File: src/hw/encoder_readout_pkg.sv
// Shared constants, register map and mode encoding for the encoder serial readout
package encoder_readout_pkg;

    // Position word layout: tracks on top, sine bit, then interpolated bits
    localparam int WORD_W = 16;
    localparam int TRACK_W = 11;
    localparam int INTERP_W = 4;
    localparam int BIT_CNT_W = 5;
    localparam logic [BIT_CNT_W-1:0] FULL_WORD_BITS = 5'h10;

    // Pins passing the two-stage synchroniser
    localparam int PIN_W = 8 + TRACK_W + INTERP_W;

    // Register bus
    localparam int ADDR_W = 8;
    localparam int DATA_W = 32;
    localparam int STRB_W = 4;
    localparam logic [ADDR_W-1:0] OFS_STATUS = 8'h00;
    localparam logic [ADDR_W-1:0] OFS_MASK = 8'h04;
    localparam logic [ADDR_W-1:0] OFS_CTRL = 8'h08;
    localparam logic [ADDR_W-1:0] OFS_POSITION = 8'h0c;
    localparam logic [ADDR_W-1:0] OFS_LINK = 8'h10;
    localparam logic [1:0] RESP_OKAY = 2'h0;
    localparam logic [1:0] RESP_SLVERR = 2'h2;

    // Interrupt status and mask fields
    localparam int IRQ_W = 3;
    localparam int ST_LIGHT = 0;
    localparam int ST_START = 1;
    localparam int ST_DONE = 2;

    // Control fields
    localparam int CTRL_W = 3;
    localparam int CTRL_OVERRIDE = 0;
    localparam int CTRL_INVERT = 1;
    localparam int CTRL_CORRECT = 2;

    // Link status fields
    localparam int LINK_LIGHT = 0;
    localparam int LINK_LOAD = 1;
    localparam int LINK_CNT_LSB = 2;

    // Shift register mode
    typedef enum logic [2:0]
    {
        MODE_LOAD = 3'h1,
        MODE_SHIFT = 3'h2,
        MODE_DONE = 3'h4
    } mode_e;

endpackage : encoder_readout_pkg

File: src/hw/pin_sync.sv
// Two-stage synchroniser for a group of asynchronous pin inputs
`timescale 1ns/1ps
module pin_sync #(
    parameter int W = 1
) (
    input wire logic clk,
    input wire logic rstn,
    input wire logic [W-1:0] d,
    output logic [W-1:0] q
);
    logic [W-1:0] meta_reg;

    // First stage feeds only the second stage
    always_ff @(posedge clk or negedge rstn)
    begin
        if (!rstn)
        begin
            meta_reg <= '0;
            q <= '0;
        end
        else
        begin
            meta_reg <= d;
            q <= meta_reg;
        end
    end
endmodule : pin_sync

File: src/hw/encoder_serial_position_readout.sv
// Serial position readout: load/shift register, pin status, interrupts, AXI4-Lite slave
//
// The placing of the registers and the AXI4-Lite register port were decided locally.
`timescale 1ns/1ps
// Operation
// - Load mode holds serial output at MSB
// - Each shift clock pulse advances one bit
// - Word leaves most significant bit first
// - Direction select inverts MSB, still first
// - Correction touches only upper eleven bits
// - Light error high while emitter light low
// - Sine and cosine bits on test outputs
// - Control high loads, low shifts
// - Correction off passes track bits unaltered
module encoder_serial_position_readout (
    input wire logic clk,
    input wire logic rstn,
    input wire logic load_shift_select,
    input wire logic shift_clock,
    input wire logic serial_in,
    input wire logic direction_invert,
    input wire logic gray_correction_enable,
    input wire logic sine_digital,
    input wire logic cosine_digital,
    input wire logic [encoder_readout_pkg::TRACK_W-1:0] track_bits,
    input wire logic [encoder_readout_pkg::INTERP_W-1:0] interp_bits,
    input wire logic light_low,
    output logic serial_out,
    output logic light_error_flag,
    output logic sine_digital_test_out,
    output logic cosine_digital_test_out,
    output logic irq,
    input wire logic awvalid,
    output logic awready,
    input wire logic [encoder_readout_pkg::ADDR_W-1:0] awaddr,
    input wire logic wvalid,
    output logic wready,
    input wire logic [encoder_readout_pkg::DATA_W-1:0] wdata,
    input wire logic [encoder_readout_pkg::STRB_W-1:0] wstrb,
    output logic bvalid,
    input wire logic bready,
    output logic [1:0] bresp,
    input wire logic arvalid,
    output logic arready,
    input wire logic [encoder_readout_pkg::ADDR_W-1:0] araddr,
    output logic rvalid,
    input wire logic rready,
    output logic [encoder_readout_pkg::DATA_W-1:0] rdata,
    output logic [1:0] rresp
);
    import encoder_readout_pkg::*;

    typedef struct packed {
        mode_e mode;
        logic [WORD_W-1:0] shift_reg;
        logic [WORD_W-1:0] snapshot;
        logic prev_clk;
        logic [BIT_CNT_W-1:0] bit_count;
        logic light_err;
        logic sine_out;
        logic cos_out;
        logic [IRQ_W-1:0] status;
        logic [IRQ_W-1:0] mask;
        logic [CTRL_W-1:0] ctrl;
        logic aw_done;
        logic w_done;
        logic [ADDR_W-1:0] waddr;
        logic [DATA_W-1:0] wdata;
        logic [STRB_W-1:0] wstrb;
        logic bvalid;
        logic [1:0] bresp;
        logic rvalid;
        logic [DATA_W-1:0] rdata;
        logic [1:0] rresp;
    } state_s;

    state_s state_reg;
    state_s state_next;

    logic [PIN_W-1:0] pins_q;
    logic shift_s;
    logic ld_s;
    logic sck_s;
    logic din_s;
    logic inv_s;
    logic corr_s;
    logic sin_s;
    logic cos_s;
    logic lgt_s;
    logic [TRACK_W-1:0] trk_s;
    logic [INTERP_W-1:0] itp_s;
    logic inv_eff;
    logic corr_eff;
    logic sck_rise;
    logic [WORD_W-1:0] word_now;

    // Address decode shared by the read and write paths
    function automatic logic addr_mapped(input logic [ADDR_W-1:0] a);
        addr_mapped = (a == OFS_STATUS) || (a == OFS_MASK) || (a == OFS_CTRL) ||
                      (a == OFS_POSITION) || (a == OFS_LINK);
    endfunction : addr_mapped

    // Compose the word; correction and inversion act on track bits only
    function automatic logic [WORD_W-1:0] build_word(
        input logic [TRACK_W-1:0] trk,
        input logic sin,
        input logic cos,
        input logic [INTERP_W-1:0] itp,
        input logic inv,
        input logic corr
    );
        logic [TRACK_W-1:0] t;
        t = trk;
        if (corr)
        begin
            t[0] = cos;
        end
        t[TRACK_W-1] = t[TRACK_W-1] ^ inv;
        build_word = {t, sin, itp};
    endfunction : build_word

    // All pins cross from outside; positions may still skew bit to bit, hence the snapshot
    pin_sync #(.W(PIN_W)) u_pin_sync (
        .clk(clk),
        .rstn(rstn),
        .d({~load_shift_select, shift_clock, serial_in, direction_invert, gray_correction_enable,
            sine_digital, cosine_digital, light_low, track_bits, interp_bits}),
        .q(pins_q)
    );

    assign {shift_s, sck_s, din_s, inv_s, corr_s, sin_s, cos_s, lgt_s, trk_s, itp_s} = pins_q;
    // Load pin idles high; carried inverted so a cleared synchroniser means load, no false frame start
    assign ld_s = ~shift_s;

    // Software may override the static strap pins
    assign inv_eff = state_reg.ctrl[CTRL_OVERRIDE] ? state_reg.ctrl[CTRL_INVERT] : inv_s;
    assign corr_eff = state_reg.ctrl[CTRL_OVERRIDE] ? state_reg.ctrl[CTRL_CORRECT] : corr_s;
    assign word_now = build_word(trk_s, sin_s, cos_s, itp_s, inv_eff, corr_eff);
    assign sck_rise = sck_s & ~state_reg.prev_clk;

    // Outputs straight from flops except irq, which gates status with mask; bus ready signals are combinational
    assign serial_out = state_reg.shift_reg[WORD_W-1];
    assign light_error_flag = state_reg.light_err;
    assign sine_digital_test_out = state_reg.sine_out;
    assign cosine_digital_test_out = state_reg.cos_out;
    assign irq = |(state_reg.status & state_reg.mask);
    assign awready = ~state_reg.aw_done & ~state_reg.bvalid;
    assign wready = ~state_reg.w_done & ~state_reg.bvalid;
    assign bvalid = state_reg.bvalid;
    assign bresp = state_reg.bresp;
    assign arready = ~state_reg.rvalid;
    assign rvalid = state_reg.rvalid;
    assign rdata = state_reg.rdata;
    assign rresp = state_reg.rresp;

    // Next-state logic for shifter, pin status, interrupts and bus
    always_comb
    begin
        logic [IRQ_W-1:0] ev_set;
        logic [IRQ_W-1:0] ev_clr;
        ev_set = '0;
        ev_clr = '0;
        state_next = state_reg;
        state_next.prev_clk = sck_s;
        state_next.light_err = lgt_s;
        state_next.sine_out = sin_s;
        state_next.cos_out = cos_s;
        if (lgt_s && !state_reg.light_err)
        begin
            ev_set[ST_LIGHT] = 1'b1;
        end

        // Load keeps refreshing the snapshot; shift only moves on clock rises
        unique case (state_reg.mode)
            MODE_LOAD:
            begin
                state_next.shift_reg = word_now;
                state_next.snapshot = word_now;
                state_next.bit_count = '0;
                if (!ld_s)
                begin
                    state_next.mode = MODE_SHIFT;
                    ev_set[ST_START] = 1'b1;
                end
            end
            MODE_SHIFT, MODE_DONE:
            begin
                if (ld_s)
                begin
                    state_next.mode = MODE_LOAD;
                    state_next.shift_reg = word_now;
                    state_next.snapshot = word_now;
                end
                else if (sck_rise)
                begin
                    // MSB is out first; chain input fills from the bottom for cascades
                    state_next.shift_reg = {state_reg.shift_reg[WORD_W-2:0], din_s};
                    if (state_reg.bit_count != FULL_WORD_BITS)
                    begin
                        state_next.bit_count = state_reg.bit_count + 5'h1;
                    end
                    if (state_reg.bit_count == FULL_WORD_BITS - 5'h1)
                    begin
                        state_next.mode = MODE_DONE;
                        ev_set[ST_DONE] = 1'b1;
                    end
                end
            end
            default:
            begin
                state_next.mode = MODE_LOAD;
            end
        endcase

        // Write address and data may arrive in either order
        if (awvalid && awready)
        begin
            state_next.aw_done = 1'b1;
            state_next.waddr = awaddr;
        end
        if (wvalid && wready)
        begin
            state_next.w_done = 1'b1;
            state_next.wdata = wdata;
            state_next.wstrb = wstrb;
        end
        if (state_reg.aw_done && state_reg.w_done)
        begin
            state_next.aw_done = 1'b0;
            state_next.w_done = 1'b0;
            state_next.bvalid = 1'b1;
            state_next.bresp = addr_mapped(state_reg.waddr) ? RESP_OKAY : RESP_SLVERR;
            if (state_reg.wstrb[0])
            begin
                unique case (state_reg.waddr)
                    OFS_STATUS: ev_clr = state_reg.wdata[IRQ_W-1:0];
                    OFS_MASK: state_next.mask = state_reg.wdata[IRQ_W-1:0];
                    OFS_CTRL: state_next.ctrl = state_reg.wdata[CTRL_W-1:0];
                    default: ev_clr = '0;
                endcase
            end
        end
        if (state_reg.bvalid && bready)
        begin
            state_next.bvalid = 1'b0;
        end

        // Set wins over a simultaneous write-one clear
        state_next.status = (state_reg.status & ~ev_clr) | ev_set;

        // Reads answer one cycle after the address is taken
        if (arvalid && arready)
        begin
            state_next.rvalid = 1'b1;
            state_next.rresp = addr_mapped(araddr) ? RESP_OKAY : RESP_SLVERR;
            unique case (araddr)
                OFS_STATUS: state_next.rdata = DATA_W'(state_reg.status);
                OFS_MASK: state_next.rdata = DATA_W'(state_reg.mask);
                OFS_CTRL: state_next.rdata = DATA_W'(state_reg.ctrl);
                OFS_POSITION: state_next.rdata = DATA_W'(state_reg.snapshot);
                OFS_LINK: state_next.rdata = DATA_W'({state_reg.bit_count, ld_s, state_reg.light_err});
                default: state_next.rdata = '0;
            endcase
        end
        else if (state_reg.rvalid && rready)
        begin
            state_next.rvalid = 1'b0;
        end
    end

    // Single state register
    always_ff @(posedge clk or negedge rstn)
    begin
        if (!rstn)
        begin
            state_reg <= '0;
            state_reg.mode <= MODE_LOAD;
        end
        else
        begin
            state_reg <= state_next;
        end
    end
endmodule : encoder_serial_position_readout

File: config.mk
export PLATFORM = sky130hd
export DESIGN_NAME = encoder_serial_position_readout
export DESIGN_NICKNAME = d
export VERILOG_FILES = /design/src/hw/encoder_readout_pkg.sv /design/src/hw/pin_sync.sv /design/src/hw/encoder_serial_position_readout.sv
export SDC_FILE = /design/constraint.sdc
export NUM_CORES = 1
export LEC_CHECK = 0
export ABC_AREA = 1
export ABC_CLOCK_PERIOD_IN_PS = 1600
export BUFFER_PORTS_ARGS = -buffer_cell sky130_fd_sc_hd__buf_2
export CORE_MARGIN = 2
export CORE_UTILIZATION = 48
export CTS_CLUSTER_SIZE = 14
export DETAILED_ROUTE_END_ITERATION = 10
export PLACE_DENSITY = 0.87
export SKIP_CTS_REPAIR_TIMING = 1
export SYNTH_ARGS = -nofsm -noshare
export SYNTH_HDL_FRONTEND = slang
export SYNTH_HIERARCHICAL = 1
export SYNTH_SLANG_ARGS = --single-unit
export TNS_END_PERCENT = 50
File: constraint.sdc
create_clock -name clk -period 1.6 [get_ports clk]
set_clock_uncertainty 0.2 [all_clocks]
set_input_delay 0.16 -clock clk [delete_from_list [all_inputs] [get_ports clk]]
set_output_delay 0.16 -clock clk [all_outputs]
set_load 0.005 [all_outputs]
======== Word level (Yosys, flattened, before mapping) ========
Cells that the tools add are included.
storage, ports and cells
  output and inout port bits .............. 46
  input bits .............................. 82
  word-level logic and storage cells ...... 124
  register bits after elaboration ......... 151
cells by class
  add/subtract/negate cells ............... 1
  bitwise operators ....................... 15
  muxes and demuxes ....................... 34
  reductions and logical operators ........ 31
  equality and inequality tests ........... 20
operators by type and width
  kind                   number
  $pmux W16 S5           1
  $pmux W32 S2           1
  $mux W19               2
  $eq A8 B4 Y1 const B   4
  $mux W3                6
  $eq A8 B3 Y1 const B   2
  $eq A8 B5 Y1 const B   2
  $logic_not A8 Y1       2
  $mux W16               1
  $mux W1                15
  $mux W5                3
  $pmux W5 S2            1
  $reduce_bool A2 Y1     5
  $reduce_and A3 Y1      3
  $logic_or A1 B1 Y1     8
  $logic_and A1 B1 Y1    7
  $not A1 Y1             7
  $and A3 B3 Y3          2
  $mux W2                3
  $ne A2 B2 Y1 const B   3
  $ne A3 B3 Y1 const B   2
  $pmux W3 S2            1
  $add A5 B1 Y5 const B  1
  $eq A5 B4 Y1 const B   1
  14 further kinds       18

======== Longest topological paths before layout ========
Gate-level depths: netlist (run 1).
  word-level depth ........................ 8
  gate-level depth with buffers ........... 10
  mapped depth without buffers ............ 9

======== By module ========
The synthesis (run 1) kept the hierarchy.
modules (own cells, without submodules)
  module                           area an instance (µm²)  seq. area each (µm²)  times used  cells each
  encoder_serial_position_readout  4324.1                  2178.3                1           531
  pin_sync                         1151.1                  1151.1                1           46

======== Least setup slack after synthesis (run 1) ========
Ideal clock, no wire load.
  path kind ............................... register to register
  start ................................... reg state_reg[96] (netlist bit)
  end ..................................... reg state_reg[100] (netlist bit)
  library setup time ...................... 0.077 ns
  cell stages (with the launch flop) ...... 7
  slack ................................... -0.033 ns
  period minus slack after synthesis ...... 1.633 ns
  data required time ...................... 1.323 ns
  path buffers ............................ 0
  arrival ................................. 1.357 ns
  cells stage by stage .................... dfrtp_1 > ha_1 > nand2_1 > nor2_1 > ha_1 > or2_2 > o21ai_1
between the ends
  longest elaborated chain between the ends .. 5
  elaborated cells between the ends (all ways) .. 8
  classes of those cells .................. 1 x add/sub; 2 x eq/ne; 4 x mux; 1 x reduce/logical
ends and longest elaborated chain
  what                      line                                    RTL
  start: declaration        encoder_serial_position_readout.sv:77   state_s state_reg;
  start signal: assignment  encoder_serial_position_readout.sv:281  state_reg <= state_next;
  $add A5 B1 Y5             encoder_serial_position_readout.sv:200  state_next.bit_count = state_reg.bit_count + 5'h1;
  $mux W5                   encoder_serial_position_readout.sv:198  if (state_reg.bit_count != FULL_WORD_BITS)
  $mux W5                   encoder_serial_position_readout.sv:194  else if (sck_rise)
  $mux W5                   encoder_serial_position_readout.sv:188  if (ld_s)
  $pmux W5 S2               encoder_serial_position_readout.sv:174  unique case (state_reg.mode)
Parallel ways exist; a longest one is shown, timed or not. The select of a mux whose other input is x is not followed.
A chain may end at the register's enable or synchronous reset.

======== Worst setup path after layout (run 1) ========
  start ................................... reg state_reg[134] (netlist bit)
  end ..................................... reg state_reg[107] (netlist bit)
between the ends
  longest elaborated chain between the ends .. 4
  elaborated cells between the ends (all ways) .. 8
  classes of those cells .................. 4 x eq/ne; 1 x mux; 3 x reduce/logical
ends and longest elaborated chain
  what                                                                 line
  $eq A3 B2 Y1 / $eq A3 B3 Y1 (equally long branches)                  encoder_serial_position_readout.sv:174
  $reduce_or A2 Y1                                                     encoder_serial_position_readout.sv:174
  $ne A2 B2 Y1 (no line) / $reduce_bool A2 Y1 (equally long branches)  --
  $reduce_and A2 Y1 (no line)                                          --
Parallel ways exist; a longest one is shown, timed or not.

==> results.yml, run 1 <==
timing:
  rsz0062_at_grt: "yes"
  fin_crit_ns: 1.88
  min_period_over_period_pct: 117
  timing.fmax_ghz: 0.532
  fin_hold_ws_ns: 0.00304
  slew_violations: 0
  setup_viol: 46
  fin_ws_ns: -0.279
  hold_violations: 0
  setup_tns_ns: -3.75
synth:
  synth_seq_area_share_pct: 60.8
  async_flop_share_pct: 100
  synth_edf_count: 0
  ys_ff_latch: 133
  syn_inst: 577
  yosysTopAreaCell: "dfrtp_1"
  yosys.cell_types.count: 35
  synth_top_area_share_pct: 60.3
  syn_area_per_cell_um2: 9.49
  ys_top_cells_by_area: "dfrtp_1, nand2_1, buf_4, inv_1, nand3_1"
  yosysWarnings: 6
  synth_ff_type: "dfrtp_1"
  syn-cell-area_mm2: 0.00548
global_route:
  grt_pass1_vias: 4072
  grt_overflow_total: 0
  grt_max_degree: 46
  grt_antenna_before_repair: 0
  grt_pass1_wl_um: 19000
  grt.total_usage_pct: 19.5
finish:
  drive_gt1_share_pct: 27.6
  fillers: 723
  area_growth_pct: 34.6
  antenna_cells: 0
  register_area_mm2: 0.00333
  final_common_cell: "nand2_1"
  multiInputGateArea_mm2: 0.00184
  layout_common_cells: "nand2_1, dfrtp_1, buf_2, inv_1, dlygate4sd3_1"
  finalNonFillerCells: 870
  largest_reg_flops: 63
  nets: 799
critical_path:
  crit_top_cell: "buf_6"
  cp_num_buf_inv: 4
  crit_required_ns: 1.71
  crit_path_start_kind: "flip-flop"
  criticalPathCategory: "reg -> reg"
  cp_slowest_cell: "dfstp_2"
  worstPathCellList: "inv_4 -> nor2_4 -> clkinv_4 -> o21ai_4 -> buf_6 -> buf_6 -> nor2_1 -> a21oi_1"
  max_stage_delay_ns: 0.55
  arrival_ns: 1.99
  cp_top_family: "flip-flops"
  worst-path-max-fanout: 8
  end_kind: "flip-flop"
clock_network:
  cts_buffer_depth: 2
  cts_root_buf: "clkbuf_16"
  path_clk_slew_ns: 0.06
  insertion_delay_ns: 0.42
  cts_buffers: 17
  cts_max_level: 4
  cts_tree: "done"
  cts_sinks: 133
die:
  num_io_pins: 128
  die_h_um: 111
  rows: 39
  die-area_mm2: 0.0123
  initial_core_util_pct: 48.6
  core_mm2: 0.0113
  die-width_um: 111
outcome:
  outcome: "finished, violations left"
  violations: "setup timing"
drt:
  num_vias: 4728
  antenna_left: 0
  wire_per_inst_um: 17.6
  drc: 0
  vias_per_cell: 5.43
  first_pass_iters: 5
  drt-initial-drc-count: 536
  routed_wl_um: 15300
job:
  max_cap_violations: 0
placed_design:
  hpwl_um: 7150
  port_buffers: 77
  dp.cells: 787
  routabilityCongestion: 0.859
pwr:
  peakVddDrop_mv: 0.959
  power_density_mw_per_mm2: 1720
  power.total_uw: 12700
  leakagePower_uw: 0.00372
worst_hold_path:
  hp-class: "in -> async"
-- cells by family (layout without fill, tap and decap cells) --
logic type / count (synthesis) / count (layout) / synth area share [%]
compound gates: 65 / 65 / 6.51
simple gates: 263 / 264 / 20.2
xor+xnor: 2 / 2 / 0.320
flops: 133 / 133 / 60.8
other cells: 1 / 18 / 0.0685
buf+inv: 104 / 236 / 10.1
fa+ha+maj: 3 / 3 / 0.686
mux: 6 / 6 / 1.23
-- through the flow --
| step | setup slack, ns | util, % | cell area (um2) |
|---|---|---|---|
| 2_1_floorplan | 0.00226 | - | 5540 |
| 3_3_place_gp | -0.0454 | 52.9 | 5960 |
| 3_5_place_dp | -0.105 | 52.9 | 5960 |
| 4_1_cts | -0.147 | 58.7 | 6620 |
| 5_1_grt | -0.283 | 65.4 | 7370 |
| 6_report | -0.279 | 65.4 | 7370 |
-- final timing paths --
kind	startpoint	end	slack [ns]	depth (start not counted)
min	rstn	state_reg[106]$_DFFE_PN0P_	0.003	2
min in group clk	araddr[2]	rdata[0]$_DFFE_PN0P_	0.06	6
min reg2reg	u_pin_sync/meta_reg[9]$_DFF_PN0_	u_pin_sync/q[9]$_DFF_PN0_	0.14	0
max	state_reg[134]$_DFFE_PN1P_	state_reg[107]$_DFFE_PN0P_	-0.28	8
max reg2reg	state_reg[134]$_DFFE_PN1P_	state_reg[107]$_DFFE_PN0P_	-0.28	8
max in group asynchronous	rstn	state_reg[38]$_DFFE_PN0P_	0.63	3
-- synth_stat cells (3+ instances only) --
cell / instances
a21oi_1: 12
buf_2: 7
buf_4: 37
dfrtp_1: 132
ha_1: 3
inv_1: 50
inv_2: 4
mux2_2: 6
nand2_1: 177
nand2_2: 3
nand3_1: 35
nor2_1: 34
o21ai_0: 33
o21ai_1: 6
o22ai_1: 3
o31ai_1: 8
or2_2: 3
-- power by group --
group          switching, uW  internal, uW  leakage [uW]  total (uW)
clock network           1480          2840      0.000311        4320
logic                   2220          1510       0.00180        3730
registers                517          4140       0.00161        4660
-- per-layer routing --
metal / up-vias / global-route usage, % / share of wire [%]
li1: 2049 / - / -
met1: 2221 / 23.7 / 37
met2: 362 / 31.9 / 49
met3: 96 / 5.52 / 7.7
met4: 0 / 9.83 / 6.2
met5: - / 0 / 0
-- layout make-up --
| cell class | count | share of cell area [%] |
|---|---|---|
| timing repair buffer | 149 | 15.5 |
| clock buffer | 19 | 6.15 |
| multi-input combinational | 358 | 25.0 |
| inverter | 55 | 2.97 |
| tap | 143 | 2.43 |
| sequential | 133 | 45.2 |
| clock inverter | 13 | 2.77 |
Power figures use the tool's default switching activity.
==> run 2: changes to the inputs <==
--- a/config.mk
+++ b/config.mk
@@ -5,14 +5,13 @@
 export SDC_FILE = /design/constraint.sdc
 export NUM_CORES = 1
 export LEC_CHECK = 0
-export ABC_AREA = 1
 export ABC_CLOCK_PERIOD_IN_PS = 1600
 export BUFFER_PORTS_ARGS = -buffer_cell sky130_fd_sc_hd__buf_2
 export CORE_MARGIN = 2
 export CORE_UTILIZATION = 48
 export CTS_CLUSTER_SIZE = 14
 export DETAILED_ROUTE_END_ITERATION = 10
-export PLACE_DENSITY = 0.87
+export PLACE_DENSITY = 0.88
 export SKIP_CTS_REPAIR_TIMING = 1
 export SYNTH_ARGS = -nofsm -noshare
 export SYNTH_HDL_FRONTEND = slang
==> run 2 against run 1 <==
Via count is 20% lower. Cell area is 2.9% higher. Clock-buffer cell count is 5 higher. Critical endpoint is now state_reg[90]$_DFF_PN0_. Sequential share of layout area down 1.2 points. Clock power shrank 8.8%. Register-to-register slack worse by 0.12 ns. First-iteration DRC count fell by 57%. Utilization is 4.9 points higher. The flow still finishes with violations (setup timing). Highest routed layer unchanged. Sequential power is 5.2% lower.
==> results.yml, run 2 <==
drt:
  vias_per_cell: 5.26
  drc: 0
  first_pass_iters: 4
  antenna_left: 0
  drt-initial-drc-count: 232
  wire_per_inst_um: 18.9
  num_vias: 3760
  routed_wl_um: 13500
clock_network:
  cts_sinks: 133
  path_clk_slew_ns: 0.06
  cts_buffers: 17
  cts_tree: "done"
  insertion_delay_ns: 0.53
  cts_root_buf: "clkbuf_8"
  cts_max_level: 4
  cts_buffer_depth: 2
job:
  max_cap_violations: 0
synth:
  syn_inst: 405
  async_flop_share_pct: 100
  yosysTopAreaCell: "dfrtp_1"
  synth_seq_area_share_pct: 62.8
  synthMuxAreaShare_pct: 12.8
  synth_compound_area_share_pct: 8.10
  synth_simple_gate_area_share_pct: 7.56
  ys_top_cells_by_area: "dfrtp_1, mux2_2, buf_4, mux2i_1, a21oi_1"
  syn-cell-area_mm2: 0.00530
  yosys.area_share.adder_pct: 0.897
  synthMostInstantiatedCell: "dfrtp_1"
  yosysWarnings: 6
  syn_area_per_cell_um2: 13.1
  synth_xor_area_share_pct: 0.496
  synth_ff_type: "dfrtp_1"
  synth_top_family_by_area: "multiplexers"
  ys_top_cells_by_count: "dfrtp_1, buf_4, mux2_2, mux2i_1, nand2_1"
  synth_top_area_share_pct: 62.3
  synth_edf_count: 0
  ys_ff_latch: 133
  yosys.cell_types.count: 47
critical_path:
  rr_worst_depth: 4
  end_kind: "flip-flop"
  crit_path_start_kind: "flip-flop"
  max_stage_delay_ns: 0.59
  reg2reg_to: "state_reg[90]$_DFF_PN0_"
  rr_startpoint: "state_reg[80]$_DFFE_PN0P_"
  worst-path-max-fanout: 3
  cp_slowest_cell: "or4_4"
  criticalPathCategory: "reg -> reg"
  arrival_ns: 2.19
  worstPathCellList: "or4_4 -> nor4_4 -> nand2_1 -> a22o_1"
  ff2ff_setup_slack_ns: -0.39
  crit_required_ns: 1.80
timing:
  hold_violations: 0
  timing.fmax_ghz: 0.501
  fin_hold_ws_ns: 0.00349
  fin_ws_ns: -0.395
  slew_violations: 0
  fin_crit_ns: 1.99
  rsz0062_at_grt: "yes"
  relSlewSlack_pct: 64.9
  setup_viol: 50
  min_period_over_period_pct: 125
  tightest_slew_ns: 0.524
die:
  die-area_mm2: 0.0119
  num_io_pins: 128
  die_h_um: 109
  initial_core_util_pct: 49.1
  core_mm2: 0.0108
  die-width_um: 109
  rows: 38
pwr:
  power_density_mw_per_mm2: 1370
  leakagePower_uw: 0.00348
  power.total_uw: 10400
  peakVddDrop_mv: 0.895
global_route:
  grt_antenna_before_repair: 0
  grt_pass1_vias: 3477
  grt_pass1_wl_um: 17300
  grt_overflow_total: 0
  grt_max_degree: 62
  grt.total_usage_pct: 19.6
finish:
  fillers: 656
  final_common_cell: "dfrtp_1"
  area_growth_pct: 43.0
  nets: 647
  layout_common_cells: "dfrtp_1, buf_2, dlygate4sd3_1, buf_4, mux2i_1"
  largest_reg_flops: 63
  drive_gt1_share_pct: 44.9
  antenna_cells: 0
placed_design:
  port_buffers: 77
  routabilityCongestion: 0.816
  hpwl_um: 7330
outcome:
  outcome: "finished, violations left"
  violations: "setup timing"
worst_hold_path:
  holdPathEnd: "rresp[1]$_DFFE_PN0P_"
  hp-class: "in -> reg"
  hold_depth: 5
  min_from: "araddr[6]"
-- run 2: cell types whose count changed after synthesis, sizes merged, moves of 11 or more --
cell,previous run,this run
o21ai,40,12
mux2i,0,27
nand2,182,22
nor2,37,22
mux2,6,36
inv,55,12
nand3,36,2
a22o,0,11
-- run 2: report_power, final --
part           internal [uW]  switching [uW]  leakage (uW)  total [uW]
clock network           2570            1370      0.000297        3940
registers               3890             529       0.00160        4420
logic                   1120             944       0.00158        2060
-- run 2: critical path, delay by kind of cell, from the launching register on --
kind               cells  cell delay, ns
AOI/OAI and AO/OA      1            0.22
and+or+nand+nor        3            1.06
DFF                    1            0.40
-- run 2: kinds of logic (layout without fill, tap and decap cells) --
| kind of cell | Yosys count | after routing |
|---|---|---|
| AO/OA/AOI/OAI | 63 | 63 |
| adder cells (fa/ha/maj) | 4 | 4 |
| flip-flops | 133 | 133 |
| multiplexers | 63 | 63 |
| buffers and inverters | 63 | 216 |
| XOR/XNOR | 3 | 3 |
| AND/OR/NAND/NOR | 75 | 75 |
| other | 1 | 18 |
-- run 2: cell type report --
class	count	area [um2]	area share, %
repair buffers	172	1380	18.2
clock buffers	24	490	6.47
clock inverters	8	120	1.58
well taps	140	175	2.31
inverters	12	45.0	0.594
flip-flops and latches	133	3330	44.0
multi-input cells	226	2040	26.9
-- run 2: through the flow --
stage / cells / TNS (ns) / cell area, um2 / util (%) / setup WS, ns
floorplan: 422 / -7.53 / 5450 / - / -0.219
global route: 715 / -15.98 / 7580 / 70.2 / -0.444
finish: 715 / -12.78 / 7580 / 70.2 / -0.395
CTS: 656 / -13.23 / 6590 / 61.0 / -0.376
detailed placement: 624 / -11.95 / 5980 / 55.4 / -0.334
global placement: 624 / -9.12 / 5980 / 55.4 / -0.256
-- run 2: worst max-delay path by stage --
stage / from / endpoint / cells after the start
after CTS: state_reg[79]$_DFFE_PN0P_ / state_reg[90]$_DFF_PN0_ / 4
final: state_reg[80]$_DFFE_PN0P_ / state_reg[90]$_DFF_PN0_ / 4
after global routing: state_reg[80]$_DFFE_PN0P_ / state_reg[90]$_DFF_PN0_ / 4
after global placement: state_reg[74]$_DFFE_PN0P_ / state_reg[89]$_DFFE_PN0P_ / 4
after detailed placement: state_reg[74]$_DFFE_PN0P_ / state_reg[89]$_DFFE_PN0P_ / 4
after floorplan: state_reg[74]$_DFFE_PN0P_ / state_reg[84]$_DFFE_PN0P_ / 4
-- run 2: per-layer routing --
layer / global-route usage (%) / share of wire, % / vias to the layer above
met5: 0 / 0 / -
li1: - / - / 1672
met2: 32.5 / 53 / 170
met4: 8.97 / 2.5 / 0
met1: 23.9 / 39 / 1885
met3: 5.14 / 5.3 / 33
==> run 3: changes to the inputs <==
--- a/config.mk
+++ b/config.mk
@@ -15,6 +15,5 @@
 export SKIP_CTS_REPAIR_TIMING = 1
 export SYNTH_ARGS = -nofsm -noshare
 export SYNTH_HDL_FRONTEND = slang
-export SYNTH_HIERARCHICAL = 1
 export SYNTH_SLANG_ARGS = --single-unit
 export TNS_END_PERCENT = 50
==> run 3 against run 2 <==
The run ends with hold timing, setup timing left. Cell count decreased by 1.7%. First-iteration DRC count increased by 41%. Largest cell class unchanged. Synthesized area decreased by 0.40%. Via count decreased by 0.77%. Flip-flop and latch count unchanged. Critical path type unchanged. Maximum frequency increased by 1.1%. Global-route usage decreased by 0.53 points. Non-clock buffer count decreased by 1. Synthesized cell count decreased by 3.7%. Cell area decreased by 3.4%. Wire length decreased by 0.67%. Register-to-register slack improved by 0.02 ns.
==> results.yml, run 3 <==
outcome:
  outcome: "finished, violations left"
  violations: "hold timing, setup timing"
clock_network:
  cts_max_level: 4
  cts_root_buf: "clkbuf_8"
  cts_buffer_depth: 2
  insertion_delay_ns: 0.52
  cts_tree: "done"
  path_clk_slew_ns: 0.06
  cts_sinks: 133
  cts_buffers: 17
drt:
  num_vias: 3731
  vias_per_cell: 5.31
  first_pass_iters: 5
  wire_per_inst_um: 19.1
  drc: 0
  routed_wl_um: 13400
  antenna_left: 0
  drt-initial-drc-count: 328
finish:
  final_util_pct: 67.8
  nets: 635
  finalNonFillerCells: 703
  post-route-cell-area_mm2: 0.00732
  layout_common_cells: "dfrtp_1, buf_2, dlygate4sd3_1, buf_4, mux2_2"
  antenna_cells: 0
  area_growth_pct: 38.7
  final_common_cell: "dfrtp_1"
  largest_reg_flops: 63
  drive_gt1_share_pct: 44.4
timing:
  fin_hold_ws_ns: -0.122
  timing.fmax_ghz: 0.507
  min_period_over_period_pct: 123
  fin_ws_ns: -0.373
  slew_violations: 0
  hold_violations: 2
  fin_crit_ns: 1.97
  setup_viol: 66
  rsz0062_at_grt: "yes"
job:
  max_cap_violations: 0
placed_design:
  dpl-instance-area_mm2: 0.00595
  hpwl_um: 7130
  dp.cells: 614
  pre_cts_ws_ns: -0.362
  routabilityCongestion: 0.805
  port_buffers: 77
synth:
  ys_top_cells_by_area: "dfrtp_1, mux2_2, buf_4, mux2i_1, a21oi_1"
  syn-cell-area_mm2: 0.00528
  yosysWarnings: 0
  syn_inst: 390
  ys_top_cells_by_count: "dfrtp_1, mux2_2, buf_4, mux2i_1, nor2_1"
  async_flop_share_pct: 100
  synthMostInstantiatedCell: "dfrtp_1"
  synth_top_area_share_pct: 62.6
  ys_ff_latch: 133
  syn_area_per_cell_um2: 13.5
  synth_seq_area_share_pct: 63.1
  yosysTopAreaCell: "dfrtp_1"
  synth_ff_type: "dfrtp_1"
  synth_edf_count: 0
  yosys.cell_types.count: 53
worst_hold_path:
  hp-class: "in -> reg"
die:
  die_h_um: 109
  die-width_um: 109
  die-area_mm2: 0.0118
  num_io_pins: 128
  core_mm2: 0.0108
  initial_core_util_pct: 48.9
  rows: 38
global_route:
  grt.total_usage_pct: 19.0
  grt_pass1_wl_um: 17000
  grt_pass1_vias: 3588
  grt_antenna_before_repair: 0
  grt_max_degree: 46
  grt_overflow_total: 0
pwr:
  intPower_uw: 7520
  switchingPower_uw: 2900
  switching_share_pct: 27.8
  seq_power_share_pct: 42.5
  p_clk_share_pct: 37.3
  peakVddDrop_mv: 0.833
  pwr-share-comb_pct: 20.2
  leakagePower_uw: 0.00340
  power_density_mw_per_mm2: 1420
critical_path:
  crit_path_start_kind: "flip-flop"
  crit_required_ns: 1.83
  arrival_ns: 2.20
  criticalPathCategory: "reg -> reg"
  end_kind: "flip-flop"
  worst-path-max-fanout: 8
run 3: cell types whose count changed in the layout (fill, tap and decap cells not counted), moves of 8 or more:
cell     before  now
mux2_2       20   34
o21ai_0      11    3
a21oi_2      16    2
a21oi_1       4   17
mux2_4       16    6
nor2_1        4   20
nor2_4       16    4
run 3: metrics by stage:
stage / setup TNS (ns) / power (uW)
finish: -14.97 / 10400
global route: -18.40 / 10800
CTS: -18.56 / 9820
detailed placement: -16.92 / 5960
global placement: -13.29 / 5840
floorplan: -9.84 / 5340
run 3: cells by family (layout without fill, tap and decap cells):
logic type / after synthesis / count (layout) / synth area share, %
DFF: 133 / 133 / 63.1
adders and majority gates: 4 / 4 / 0.901
AOI/OAI and AO/OA: 54 / 54 / 7.56
and+or+nand+nor: 75 / 76 / 7.97
xor gates and xnor gates: 2 / 2 / 0.332
muxes: 63 / 63 / 12.9
other: 1 / 18 / 0.0711
buffers and inverters: 58 / 213 / 7.18
run 3: metal layers:
metal / up-vias / routed length (um) / global-route usage (%) / part of all wire (%)
li1: 1633 / - / - / -
met1: 1880 / 5190 / 23.6 / 39
met2: 173 / 6860 / 30.4 / 51
met3: 45 / 712 / 5.38 / 5.3
met4: 0 / 646 / 10.3 / 4.8
met5: - / 0 / 0 / 0
run 3: cell type report:
| type | count | area (um2) |
|---|---|---|
| clock buffers | 20 | 435 |
| multi-input cells | 217 | 1850 |
| fillers | 664 | 3470 |
| well taps | 140 | 175 |
| inverters | 10 | 37.5 |
| clock inverters | 12 | 155 |
| flip-flops and latches | 133 | 3330 |
| repair buffers | 171 | 1340 |
run 3: path summary, 6_finish.rpt:
kind                                                   start                    endpoint  slack (ns)  depth (start not counted)
setup / recovery                  state_reg[135]$_DFFE_PN0P_  state_reg[132]$_DFFE_PN0P_       -0.37                          6
setup reg to reg                  state_reg[135]$_DFFE_PN0P_  state_reg[132]$_DFFE_PN0P_       -0.37                          6
min in group asynchronous                               rstn   state_reg[76]$_DFFE_PN0P_        0.48                          3
hold / removal                                       arvalid        rresp[1]$_DFFE_PN0P_       -0.12                          3
max in group asynchronous                               rstn        rdata[9]$_DFFE_PN0P_        0.10                          4
hold reg to reg            u_pin_sync.meta_reg[14]$_DFF_PN0_  u_pin_sync.q[14]$_DFF_PN0_        0.14                          0
run 3: power groups by stage:
stage	Sequential, uW	Combinational [uW]	Clock (uW)
floorplan	4250	1090	0
global placement	4320	1520	0
detailed placement	4350	1610	0
CTS	4310	1640	3870
global route	4470	2260	4110
finish	4430	2100	3890
run 3: worst max-delay path, cell delays in order, from the launching register on:
cell       delay [ns]
dfrtp_2          0.48
maj3_2           0.36
a311oi_4         0.26
buf_4            0.21
clkbuf_16        0.15
nor2_1           0.05
a21oi_1          0.17
